**src/csm_pkg.sv**
```systemverilog
// Package for the core special-state block: register layouts, memory
// types, attribute decode constants and the carrier structs.
// Assumes the core pipeline drives instruction events on the same clock.
package csm_pkg;

  // ==========================================================
  // Field positions and reset values
  localparam int unsigned TBIT_POS = 24;
  localparam int unsigned MASK_POS = 0;
  localparam int unsigned SPSEL_POS = 1;
  localparam logic MASK_RESET = 1'h0;
  localparam logic SPSEL_RESET = 1'h0;
  localparam logic TBIT_RESET = 1'h1;
  localparam logic [31:0] ZERO_WORD = 32'h0000_0000;

  // ==========================================================
  // Special register selectors for the move instructions
  typedef enum logic [1:0] {
    CSM_SEL_EXEC = 2'b00,
    CSM_SEL_MASK = 2'b01,
    CSM_SEL_CTRL = 2'b10,
    CSM_SEL_NONE = 2'b11
  } csm_sel_type;

  // ==========================================================
  // Memory types and access sizes
  typedef enum logic [1:0] {
    CSM_MEM_NORMAL = 2'b00,
    CSM_MEM_DEVICE = 2'b01,
    CSM_MEM_STRONG = 2'b10
  } csm_mem_type;

  typedef enum logic [1:0] {
    CSM_SZ_BYTE = 2'b00,
    CSM_SZ_HALF = 2'b01,
    CSM_SZ_WORD = 2'b10
  } csm_size_type;

  // Region boundaries, upper address nibble/field
  localparam logic [3:0] REG_PERIPH_LO = 4'h4;
  localparam logic [3:0] REG_PERIPH_HI = 4'h5;
  localparam logic [3:0] REG_XDEV_LO = 4'ha;
  localparam logic [3:0] REG_XDEV_HI = 4'hd;
  localparam logic [3:0] REG_SYS = 4'he;
  localparam logic [7:0] PPB_TOP_BYTE = 8'he0;
  localparam logic [3:0] PPB_NIB = 4'h0;

  // Multi-step instruction states
  typedef enum logic [1:0] {
    CSM_ST_IDLE = 2'b00,
    CSM_ST_BUSY = 2'b01,
    CSM_ST_RESTART = 2'b10
  } csm_state_type;

  // ==========================================================
  // Carriers
  typedef struct packed {
    logic valid;
    logic [31:0] addr;
    logic write;
    logic fetch;
    csm_size_type size;
    logic [31:0] wdata;
  } csm_mreq_type;

  typedef struct packed {
    logic valid;
    csm_mem_type mtype;
    logic shareable;
    logic bufferable;
    logic reorder_ok;
    logic ordered;
    logic [3:0] lanes;
    logic [31:0] data;
  } csm_mresp_type;

  typedef struct packed {
    logic tbit;
    logic mask;
    logic spsel;
    logic handler;
    csm_state_type mstate;
    logic [31:0] rd_data;
    logic hard_fault;
    logic restart;
    logic except_block;
    logic use_psp;
    csm_mresp_type mresp;
  } csm_regs_type;

endpackage : csm_pkg

```
**src/csm_core_state.sv**
```systemverilog
// Core special-state logic: instruction-set state bit, exception mask,
// stack select, restartable multi-step instructions, memory attributes.
// Assumes single clock, events from the pipeline, one event per kind per cycle.
// Summary of operation
// - Reading execution state word returns zero
// - Writes to execution state word do nothing
// - State bit updated by branches, pops, exceptions
// - State bit zero on execute raises fault
// - Interrupt abandons multi-register or iterative multiply
// - Abandoned instruction restarts from first step
// - Mask bit one blocks configurable-priority exceptions
// - Mask bit via move and change-state instructions
// - Control bit one selects process stack
// - Handler mode: select bit reads zero, ignores writes
// - Handler mode always uses main stack
// - Exception entry sets handler mode only; return updates mode and control
// - Out of reset thread uses main stack
// - Every exception but reset runs in handler
// - Word, halfword and byte accesses supported
// - Fetch and private bus always little-endian
// - Normal memory may reorder and speculate
// - Device memory ordered against device, strong
// - Strongly-ordered keeps all order, is shareable
// - Device writes bufferable, strongly-ordered never
// - Fetch from no-execute region raises fault
// - State bit is bit 24, loaded from vector
// - Select bit resets to zero
`timescale 1ns/1ps

module csm_core_state #(
  parameter bit BIG_ENDIAN = 1'b0
) (
  input wire logic clk,
  input wire logic reset,
  input wire logic clk_en,
  input wire logic rst_vec_valid,
  input wire logic [31:0] rst_vec,
  input wire logic spr_rd,
  input wire logic spr_wr,
  input wire csm_pkg::csm_sel_type spr_sel,
  input wire logic [31:0] spr_wdata,
  input wire logic cps_set,
  input wire logic cps_clr,
  input wire logic branch_exchange,
  input wire logic [31:0] branch_target,
  input wire logic exc_entry,
  input wire logic [31:0] exc_vector,
  input wire logic exc_return,
  input wire logic [31:0] stacked_status,
  input wire logic return_to_thread,
  input wire logic return_spsel,
  input wire logic instr_exec,
  input wire logic fetch_xn,
  input wire logic multi_start,
  input wire logic multi_done,
  input wire logic irq_arrive,
  input wire csm_pkg::csm_mreq_type mreq,
  output logic tbit,
  output logic mask_bit,
  output logic spsel_bit,
  output logic handler_mode,
  output logic [31:0] spr_rdata,
  output logic hard_fault,
  output logic multi_abandon,
  output logic multi_restart,
  output logic except_block,
  output logic use_psp,
  output csm_pkg::csm_mresp_type mresp
);

  // ==========================================================
  // Region decode, used by attribute logic only; fetch fault comes from fetch_xn
  function automatic csm_pkg::csm_mem_type region_type(input logic [31:0] a);
    logic [3:0] nib;
    nib = a[31:28];
    if ((nib >= csm_pkg::REG_PERIPH_LO && nib <= csm_pkg::REG_PERIPH_HI) ||
        (nib >= csm_pkg::REG_XDEV_LO && nib <= csm_pkg::REG_XDEV_HI))
      return csm_pkg::CSM_MEM_DEVICE;
    else if (nib == csm_pkg::REG_SYS && a[27:20] == {csm_pkg::PPB_NIB, csm_pkg::PPB_NIB})
      return csm_pkg::CSM_MEM_STRONG;
    else if (nib >= csm_pkg::REG_SYS)
      return csm_pkg::CSM_MEM_DEVICE;
    else
      return csm_pkg::CSM_MEM_NORMAL;
  endfunction : region_type

  function automatic logic is_ppb(input logic [31:0] a);
    return a[31:24] == csm_pkg::PPB_TOP_BYTE && a[23:20] == csm_pkg::PPB_NIB;
  endfunction : is_ppb

  csm_pkg::csm_regs_type st_ff;
  csm_pkg::csm_regs_type nxt_st;

  // ==========================================================
  // Next-state logic
  always_comb
  begin
    csm_pkg::csm_mem_type mt;
    logic little;
    logic [31:0] wd;
    mt = region_type(mreq.addr);
    little = 1'b0;
    wd = csm_pkg::ZERO_WORD;
    nxt_st = st_ff;
    nxt_st.rd_data = csm_pkg::ZERO_WORD;
    nxt_st.hard_fault = 1'b0;
    nxt_st.restart = 1'b0;

    // Reset vector bit 0 lands in the state bit
    if (rst_vec_valid)
      nxt_st.tbit = rst_vec[0];

    // State bit sources; later lines win, exception flow dominates
    if (branch_exchange)
      nxt_st.tbit = branch_target[0];
    if (exc_return)
      nxt_st.tbit = stacked_status[csm_pkg::TBIT_POS];
    if (exc_entry)
      nxt_st.tbit = exc_vector[0];

    // Mode and stack selection through exception flow
    if (exc_entry)
    begin
      nxt_st.handler = 1'b1;
    end
    else if (exc_return)
    begin
      nxt_st.handler = !return_to_thread;
      nxt_st.spsel = return_to_thread ? return_spsel : 1'b0;
    end

    // Special register writes; exec word writes are dropped
    if (spr_wr && spr_sel == csm_pkg::CSM_SEL_MASK)
      nxt_st.mask = spr_wdata[csm_pkg::MASK_POS];
    if (spr_wr && spr_sel == csm_pkg::CSM_SEL_CTRL && !st_ff.handler && !exc_entry)
      nxt_st.spsel = spr_wdata[csm_pkg::SPSEL_POS];
    // CSM_SEL_EXEC write: nothing changes
    if (cps_set)
      nxt_st.mask = 1'b1;
    else if (cps_clr)
      nxt_st.mask = 1'b0;

    // Reads; reserved bits and exec word read zero
    if (spr_rd)
    begin
      case (spr_sel)
        csm_pkg::CSM_SEL_MASK: nxt_st.rd_data[csm_pkg::MASK_POS] = st_ff.mask;
        csm_pkg::CSM_SEL_CTRL:
          nxt_st.rd_data[csm_pkg::SPSEL_POS] = st_ff.spsel & !st_ff.handler;
        csm_pkg::CSM_SEL_EXEC: nxt_st.rd_data = csm_pkg::ZERO_WORD;
        default: nxt_st.rd_data = csm_pkg::ZERO_WORD;
      endcase
    end

    // Execution faults: state bit clear or no-execute fetch
    if (instr_exec && (!st_ff.tbit || fetch_xn))
      nxt_st.hard_fault = 1'b1;

    // Multi-step instructions: abandon on interrupt, restart whole
    case (st_ff.mstate)
      csm_pkg::CSM_ST_IDLE:
        if (multi_start && !irq_arrive)
          nxt_st.mstate = csm_pkg::CSM_ST_BUSY;
      csm_pkg::CSM_ST_BUSY:
        if (irq_arrive)
          nxt_st.mstate = csm_pkg::CSM_ST_RESTART;
        else if (multi_done)
          nxt_st.mstate = csm_pkg::CSM_ST_IDLE;
      csm_pkg::CSM_ST_RESTART:
        if (exc_return)
        begin
          nxt_st.mstate = csm_pkg::CSM_ST_IDLE;
          nxt_st.restart = 1'b1;
        end
      default: nxt_st.mstate = csm_pkg::CSM_ST_IDLE;
    endcase

    // Derived mask and stack outputs
    nxt_st.except_block = nxt_st.mask;
    nxt_st.use_psp = nxt_st.spsel & !nxt_st.handler;

    // Memory attributes and lanes, registered one cycle later
    nxt_st.mresp.valid = mreq.valid;
    nxt_st.mresp.mtype = mt;
    nxt_st.mresp.reorder_ok = mt == csm_pkg::CSM_MEM_NORMAL;
    nxt_st.mresp.ordered = mt != csm_pkg::CSM_MEM_NORMAL;
    nxt_st.mresp.shareable = mt == csm_pkg::CSM_MEM_STRONG;
    nxt_st.mresp.bufferable = mreq.write && mt != csm_pkg::CSM_MEM_STRONG;
    little = !BIG_ENDIAN || mreq.fetch || is_ppb(mreq.addr);
    case (mreq.size)
      csm_pkg::CSM_SZ_BYTE: nxt_st.mresp.lanes = 4'h1 << mreq.addr[1:0];
      csm_pkg::CSM_SZ_HALF: nxt_st.mresp.lanes = mreq.addr[1] ? 4'hc : 4'h3;
      default: nxt_st.mresp.lanes = 4'hf;
    endcase
    // Big-endian swaps bytes inside the word; byte-invariant addressing
    wd = little ? mreq.wdata :
      {mreq.wdata[7:0], mreq.wdata[15:8], mreq.wdata[23:16], mreq.wdata[31:24]};
    nxt_st.mresp.data = wd;
  end

  // ==========================================================
  // State register; clk_en freezes everything
  always_ff @(posedge clk or posedge reset)
  begin
    if (reset)
    begin
      st_ff <= '0;
      st_ff.tbit <= csm_pkg::TBIT_RESET;
      st_ff.mask <= csm_pkg::MASK_RESET;
      st_ff.spsel <= csm_pkg::SPSEL_RESET;
      st_ff.mstate <= csm_pkg::CSM_ST_IDLE;
    end
    else if (clk_en)
      st_ff <= nxt_st;
  end

  assign tbit = st_ff.tbit;
  assign mask_bit = st_ff.mask;
  assign spsel_bit = st_ff.spsel;
  assign handler_mode = st_ff.handler;
  assign spr_rdata = st_ff.rd_data;
  assign hard_fault = st_ff.hard_fault;
  assign multi_abandon = st_ff.mstate == csm_pkg::CSM_ST_RESTART;
  assign multi_restart = st_ff.restart;
  assign except_block = st_ff.except_block;
  assign use_psp = st_ff.use_psp;
  assign mresp = st_ff.mresp;

  // ==========================================================
  // Assertions
  a_exec_read_zero: assert property (@(posedge clk) disable iff (reset)
    clk_en && spr_rd && spr_sel == csm_pkg::CSM_SEL_EXEC |=> spr_rdata == csm_pkg::ZERO_WORD)
    else $error("exec word read not zero");
  a_exec_write_none: assert property (@(posedge clk) disable iff (reset)
    clk_en && spr_wr && spr_sel == csm_pkg::CSM_SEL_EXEC && !cps_set && !cps_clr
    |=> $stable(mask_bit))
    else $error("exec word write changed mask");
  a_tbit_fault: assert property (@(posedge clk) disable iff (reset)
    clk_en && instr_exec && !tbit |=> hard_fault)
    else $error("no fault with state bit clear");
  a_xn_fault: assert property (@(posedge clk) disable iff (reset)
    clk_en && instr_exec && fetch_xn |=> hard_fault)
    else $error("no fault on no-execute fetch");
  a_handler_msp: assert property (@(posedge clk) disable iff (reset)
    handler_mode |-> !use_psp)
    else $error("process stack used in handler");
  a_handler_ignore: assert property (@(posedge clk) disable iff (reset)
    clk_en && handler_mode && spr_wr && spr_sel == csm_pkg::CSM_SEL_CTRL && !exc_return
    |=> $stable(spsel_bit))
    else $error("select write taken in handler");
  a_entry_handler: assert property (@(posedge clk) disable iff (reset)
    clk_en && exc_entry |=> handler_mode && tbit == $past(exc_vector[0]))
    else $error("entry did not enter handler");
  a_mask_block: assert property (@(posedge clk) disable iff (reset)
    clk_en && cps_set |=> mask_bit && except_block)
    else $error("mask set did not block");
  a_strong_nobuf: assert property (@(posedge clk) disable iff (reset)
    mresp.valid && mresp.mtype == csm_pkg::CSM_MEM_STRONG |-> !mresp.bufferable && mresp.shareable)
    else $error("strongly-ordered write buffered");
  a_abandon_restart: assert property (@(posedge clk) disable iff (reset)
    clk_en && multi_abandon == 1'b0 && st_ff.mstate == csm_pkg::CSM_ST_BUSY && irq_arrive
    |=> multi_abandon)
    else $error("interrupt did not abandon");
  a_branch_tbit: assert property (@(posedge clk) disable iff (reset)
    clk_en && branch_exchange && !exc_entry && !exc_return |=> tbit == $past(branch_target[0]))
    else $error("branch did not load state bit");
  a_return_tbit: assert property (@(posedge clk) disable iff (reset)
    clk_en && exc_return && !exc_entry |=> tbit == $past(stacked_status[csm_pkg::TBIT_POS]))
    else $error("return did not restore state bit");
  a_vector_tbit: assert property (@(posedge clk) disable iff (reset)
    clk_en && rst_vec_valid && !branch_exchange && !exc_entry && !exc_return
    |=> tbit == $past(rst_vec[0]))
    else $error("reset vector did not load state bit");
  a_restart_whole: assert property (@(posedge clk) disable iff (reset)
    clk_en && multi_abandon && exc_return |=> multi_restart && !multi_abandon)
    else $error("abandoned instruction not restarted");
  a_cps_clear: assert property (@(posedge clk) disable iff (reset)
    clk_en && cps_clr && !cps_set |=> !mask_bit && !except_block)
    else $error("change-state clear left mask set");
  a_mask_read: assert property (@(posedge clk) disable iff (reset)
    clk_en && spr_rd && spr_sel == csm_pkg::CSM_SEL_MASK
    |=> spr_rdata == (32'($past(mask_bit)) << csm_pkg::MASK_POS))
    else $error("mask read wrong");
  a_thread_select: assert property (@(posedge clk) disable iff (reset)
    clk_en && !handler_mode && !exc_entry && !exc_return && spr_wr
    && spr_sel == csm_pkg::CSM_SEL_CTRL
    |=> spsel_bit == $past(spr_wdata[csm_pkg::SPSEL_POS]) && use_psp == spsel_bit)
    else $error("thread stack select not taken");
  a_return_control: assert property (@(posedge clk) disable iff (reset)
    clk_en && exc_return && !exc_entry && return_to_thread && !spr_wr
    |=> !handler_mode && spsel_bit == $past(return_spsel))
    else $error("return did not update control");
  a_ctrl_reserved: assert property (@(posedge clk) disable iff (reset)
    clk_en && spr_rd && spr_sel == csm_pkg::CSM_SEL_CTRL
    |=> (spr_rdata & ~(32'h1 << csm_pkg::SPSEL_POS)) == csm_pkg::ZERO_WORD)
    else $error("control reserved bits not zero");
  // Attribute checks decode the address themselves, so a broken decode shows
  a_word_lanes: assert property (@(posedge clk) disable iff (reset)
    clk_en && mreq.valid && mreq.size == csm_pkg::CSM_SZ_WORD |=> mresp.lanes == 4'hf)
    else $error("word access lanes wrong");
  a_normal_reorder: assert property (@(posedge clk) disable iff (reset)
    clk_en && mreq.valid && mreq.addr[31:30] == 2'h0 |=> mresp.reorder_ok && !mresp.ordered)
    else $error("normal access not reorderable");
  a_device_order: assert property (@(posedge clk) disable iff (reset)
    clk_en && mreq.valid && mreq.addr[31:28] == csm_pkg::REG_PERIPH_LO
    |=> mresp.mtype == csm_pkg::CSM_MEM_DEVICE && mresp.ordered && !mresp.reorder_ok)
    else $error("device access not ordered");
  a_ppb_strong: assert property (@(posedge clk) disable iff (reset)
    clk_en && mreq.valid && mreq.addr[31:24] == csm_pkg::PPB_TOP_BYTE
    && mreq.addr[23:20] == csm_pkg::PPB_NIB
    |=> mresp.mtype == csm_pkg::CSM_MEM_STRONG && mresp.shareable && mresp.ordered)
    else $error("private bus region not strongly ordered");
  a_little_data: assert property (@(posedge clk) disable iff (reset)
    clk_en && mreq.valid && (!BIG_ENDIAN || mreq.fetch) |=> mresp.data == $past(mreq.wdata))
    else $error("little-endian data altered");

endmodule : csm_core_state

```
**config.mk**
```make
export PLATFORM = sky130hd
export DESIGN_NAME = csm_core_state
export DESIGN_NICKNAME = d
export VERILOG_FILES = /design/src/csm_pkg.sv /design/src/csm_core_state.sv
export SDC_FILE = /design/constraint.sdc
export NUM_CORES = 1
export LEC_CHECK = 0
export BUFFER_PORTS_ARGS = -buffer_cell sky130_fd_sc_hd__buf_2
export CAP_MARGIN = 25
export CORE_AREA = 4 4 128 130
export DETAILED_ROUTE_END_ITERATION = 12
export DIE_AREA = 0 0 132 134
export GPL_TIMING_DRIVEN = 0
export PLACE_DENSITY = 0.5
export SYNTH_ARGS = -nofsm -noshare
export SYNTH_HDL_FRONTEND = slang
export SYNTH_SLANG_ARGS = --single-unit
```
**constraint.sdc**
```tcl
create_clock -name clk -period 3.2 [get_ports clk]
set_input_delay 0.64 -clock clk [delete_from_list [all_inputs] [get_ports clk]]
set_output_delay 0.64 -clock clk [all_outputs]
set_load 0.02 [all_outputs]
```
# Word level (Yosys, flattened, before mapping)
# Cells that the tools add are included.
[classes]
n_eq_ne = 11
n_shift = 1
n_reduce_logical = 28
order_cmp = 5
n_mux = 28
n_bitwise = 2
[ops]
columns = ["cell", "n"]
rows = [
  ["two-way mux 1 bit", 17],
  ["two-way mux 2 bit", 8],
  ["logical AND 1 bit", 10],
  [">= comparator 4 bit (second input constant)", 2],
  ["logical NOT 8 bit", 1],
  ["case mux 4 bit (2 select lines)", 1],
  ["equality test 2 x 1 -> 1 bit (second input constant)", 3],
  ["equality test 2 bit (second input constant)", 3],
  ["logical NOT 1 bit", 6],
  ["logical NOT 2 bit", 3],
  ["!= test 2 bit (second input constant)", 3],
  ["case mux 2 bit (3 select lines)", 1],
  ["equality test 4 bit (second input constant)", 1],
  [">= comparator 4 x 3 -> 1 bit (second input constant)", 1],
  ["<= comparator 4 x 3 -> 1 bit (second input constant)", 1],
  ["<= comparator 4 bit (second input constant)", 1],
  ["two-way mux 4 bit", 1],
  ["AND reduction 2 bit", 2],
  ["AND reduction 4 bit", 1],
  ["nonzero test 4 bit", 1],
  ["left shift 1 x 2 -> 4 bit (first input constant)", 1],
  ["!= test 3 bit (second input constant)", 1],
  ["nonzero test 3 bit", 1],
  ["AND 1 bit", 2],
  ["2 further kinds", 3],
]
[word_totals]
in_bits = 249
regBits = 84
output_inout_bits = 84

# Logic depth before layout (Yosys ltp)
[logic_depth]
word_depth = 6
mapped_depth = 5

# Least setup slack after synthesis
# OpenSTA, ideal clock, no wires.
[synth_timing]
path_type = "input-to-reg"
startpoint = "input port clk_en"
endpoint = "register st_ff, in the netlist mresp[38]"
t_arrival_ns = 1.649
path_slack_ns = 1.431
stages = 5
required_time_ns = 3.080
cell_sequence = "buf_4 or4b_1 nor4_2 nand4_1 nor2b_1"
[synth_rtl]
columns = ["element", "line", "rtl"]
rows = [
  ["start, declared", "csm_core_state.sv:35", "input wire logic clk_en,"],
  ["end signal, assigned", "csm_core_state.sv:214", "st_ff <= nxt_st;"],
  ["end, declared", "csm_core_state.sv:91", "csm_pkg::csm_regs_type st_ff;"],
]

# Worst setup path in the final report
[layout_timing]
startpoint = "register st_ff[80] (netlist bit)"
endpoint = "output port multi_abandon"
[layout_between]
elab_chain_len = 1
[layout_rtl]
columns = ["element", "line", "rtl"]
rows = [
  ["equality test 2 bit", "csm_core_state.sv:223", "assign multi_abandon = st_ff.mstate == csm_pkg::CSM_ST_RESTART;"],
  ["end, declared", "csm_core_state.sv:64", "output logic multi_abandon,"],
]
# Every way passes these cells.

==> results.md <==
* Fin Setup TNS at 0 ns
* Max cap viols at 0
* Synth Area in Adders at 0%
* Clock buffer count from CTS at 5
* WS Path Type: flop to primary output
* CTS root buffer: clkbuf_16
* Residual DRC count at 0
* Status: finished clean
* DRT Wirelength at 7170 um
* DRT Pass-1 Iters at 4
* P_leak at 2.04 nW
* Switching Share at 27.8%
* Starting density of the core at 18.5%
* Crit path from: st_ff[80]
* Htree depth at 2
* Fill cells at roughly 1,600
* Final Skew at approximately 0.0015 ns
* Tmin final at between 1.5 and 2 ns
* First-pass GRT wire length at 11,100 um
* Initial antenna violation count at 0
* WP buf/inv at 1
* Hold WC Path Type: input port to asynchronous set/reset pin
* Final net count at ~670
* Clk slew on worst S/H paths at 0.07 ns
* Post_cts resized at 0
* Crit. End Element: primary output
* Mean area per synthesized cell at around 11 um^2
* Total core area at around 15,000 um^2
* I/O Pins at 333
* Worst Tran Pin Value at 0.568 ns
* CP max FO at 4
* Max Transition Viols Final at 0
* # rows at 45
* Placed Cells at 601
* Setup-failing EPs final at 0
* Power per cell area at 470 nW/um^2
* Via count at 2,195
* Compound-cell area share of the yosys netlist at 7.85%
* Final instance area at 3970 um^2
* Final Util at 26.2%
* Simple-gate share of the synthesized area at 5.98%
* Clk buf depth at 2
* Die area at around 18,000 um^2
* Worst setup SP type: flop
* Final period utilization at 52.5%
* Vias/cell at 3.60
* Clk pwr share at 32.6%
* Mux contribution to synthesized area at about 14%
* RR Startpoint: handler_mode
* Vias in the first global route at between 2,000 and 2,500
* Hold buffer count at cts at 0
* Main combinational cell family by area after synthesis: buffers and inverters
* IO Port Bufs at 128
* Die H at between 100 and 150 um
* CP arrival at 1.04 ns
* Sink Count at 54
* Ant diodes at 0
* Slew headroom at 62.1%
* RSZ-0062 raised after global routing: false
* Largest net degree at the start of global routing at 32
* Mapped cell area at 2800 um^2
* Die width at 132 um
* Register area share after synthesis at 48.2%
* Layout area overhead at 41.6%
* Most frequent cells in the layout: buf_2, buf_4, dfrtp_1
* Final hold viol count at 0
* Number of DRC markers in iteration 0 at 42
* Switching Power at 518 uW
* Placed cell areas at 3810 um^2
* WP data required at between 2 and 3 ns
* GP Congestion at 0.720
* CTS tree: yes
* Top delay family on crit path: flip-flops
* Post-Syn Instances at 255
* Synth Area in XOR/XNOR at 0%
* Max incr delay on CP at 0.38 ns
* Routed WL per cell at 11.8 um
* Logic pwr share at 25.2%
* Layout cell share with drive strength beyond 1 at 59.1%
* Post-synth cell types at 31
* Fmax at 0.595 GHz
* Postcts setup bufs at 0
* Clk Latency, worst-skew pair at 0.29 ns
* Cell Count, Final, Fillers Out at about 610
* ANT nets after route at 0
* Commonest non-fill, non-tap cell in the layout: buf_2
* DP Wirelength at approximately 6000 um
* Gr usage total at 7.82%
* Flops & latches, synth at 54
* Final global-route overflow total at 0
* Int Power at 1.35 mW
* YS warnings at 0
* Worst-path cell chain: nor2b_1 > buf_2
* Max IR drop VDD at 172 uV
* Part of the power in registers at between 40% and 50%
* Slowest stage cell on the critical path: dfrtp_1
## layer usage
metal	part of all wire (%)	vias up	global-route usage, %	wire length, um
li1	-	1075	-	-
met1	41	1013	9.05	2930
met2	50	102	13.7	3560
met3	8.0	5	2.48	576
met4	1.5	0	2.63	105
met5	0	-	0	0
## cell usage after synthesis
cell       number  area [um^2]
conb_1          1         3.75
nor2b_1         3         18.8
nand4_1         2         12.5
o211a_1         1         10.0
dfrtp_1        53         1330
clkbuf_1        6         22.5
o211ai_1        1         7.51
nand3_1         3         15.0
a31oi_1         5         31.3
o21a_1          2         15.0
mux2_2         34          383
a21oi_1         5         25.0
o32ai_1         2         17.5
nor4_1          1         6.26
o311a_1         1         10.0
nand2b_1        2         12.5
dfstp_2         1         26.3
o21bai_1        1         7.51
nor2_1         10         37.5
o2bb2ai_1       2         17.5
nand4b_1        1         8.76
or3_1           1         6.26
o21ai_0        14         70.1
mux2i_1         2         20.0
buf_4          77          578
or4b_1          1         10.0
nor4b_1         1         8.76
a41oi_1         1         8.76
inv_1          15         56.3
nor4_2          1         12.5
nand2_1         5         18.8
## cell families after synthesis
logic type / Yosys count
buf+inv: 98
flops: 54
simple gates: 31
compound gates: 35
mux: 36
other cells: 1
## metrics by stage
step                setup WS [ns]  hold WS, ns  power [mW]
floorplan                    1.25        0.452        1.12
global placement            0.399        0.470        1.27
detailed placement           1.22        0.468        1.28
CTS                          1.50        0.423        1.92
global route                 1.44        0.444        1.98
finish                       1.52        0.401        1.87
## worst paths after layout
path	end	slack, ns	depth (start not counted)
max	multi_abandon	1.52	2
min	mresp[41]	0.40	2
max reg2reg	use_psp	1.94	4
min reg2reg	mresp[36]	0.48	1
max in group asynchronous	mresp[1]	2.23	3
min in group clk	mresp[36]	0.48	1
## registers in the layout, indices dropped and copies added, names as in the netlist
name and cells:
use_psp 1, spsel_bit 1, handler_mode 1, tbit 1, spr_rdata 2, hard_fault 1
multi_restart 1, st_ff 2, except_block 1, mresp 43
## power groups by stage
| stage | clock (mW) | combinational (mW) | sequential, mW |
|---|---|---|---|
| 5_1_grt | 0.670 | 0.513 | 0.797 |
| 3_5_place_dp | 0 | 0.478 | 0.801 |
| 2_1_floorplan | 0 | 0.320 | 0.803 |
| 3_3_place_gp | 0 | 0.470 | 0.798 |
| 4_1_cts | 0.648 | 0.478 | 0.789 |
| 6_report | 0.608 | 0.470 | 0.788 |
## final cells by class
| type | instances | area [um^2] | area share (%) |
|---|---|---|---|
| Tap cell | 188 | 235 | 5.92 |
| Clock buffer | 7 | 133 | 3.34 |
| Sequential cell | 54 | 1350 | 34.1 |
| Timing Repair Buffer | 129 | 661 | 16.6 |
| Multi-Input combinational cell | 132 | 903 | 22.7 |
| Clock inverter | 1 | 30.0 | 0.756 |
| Buffer | 83 | 601 | 15.1 |
| Inverter | 15 | 56.3 | 1.42 |
No activity file was read; power rests on OpenSTA's default activity.
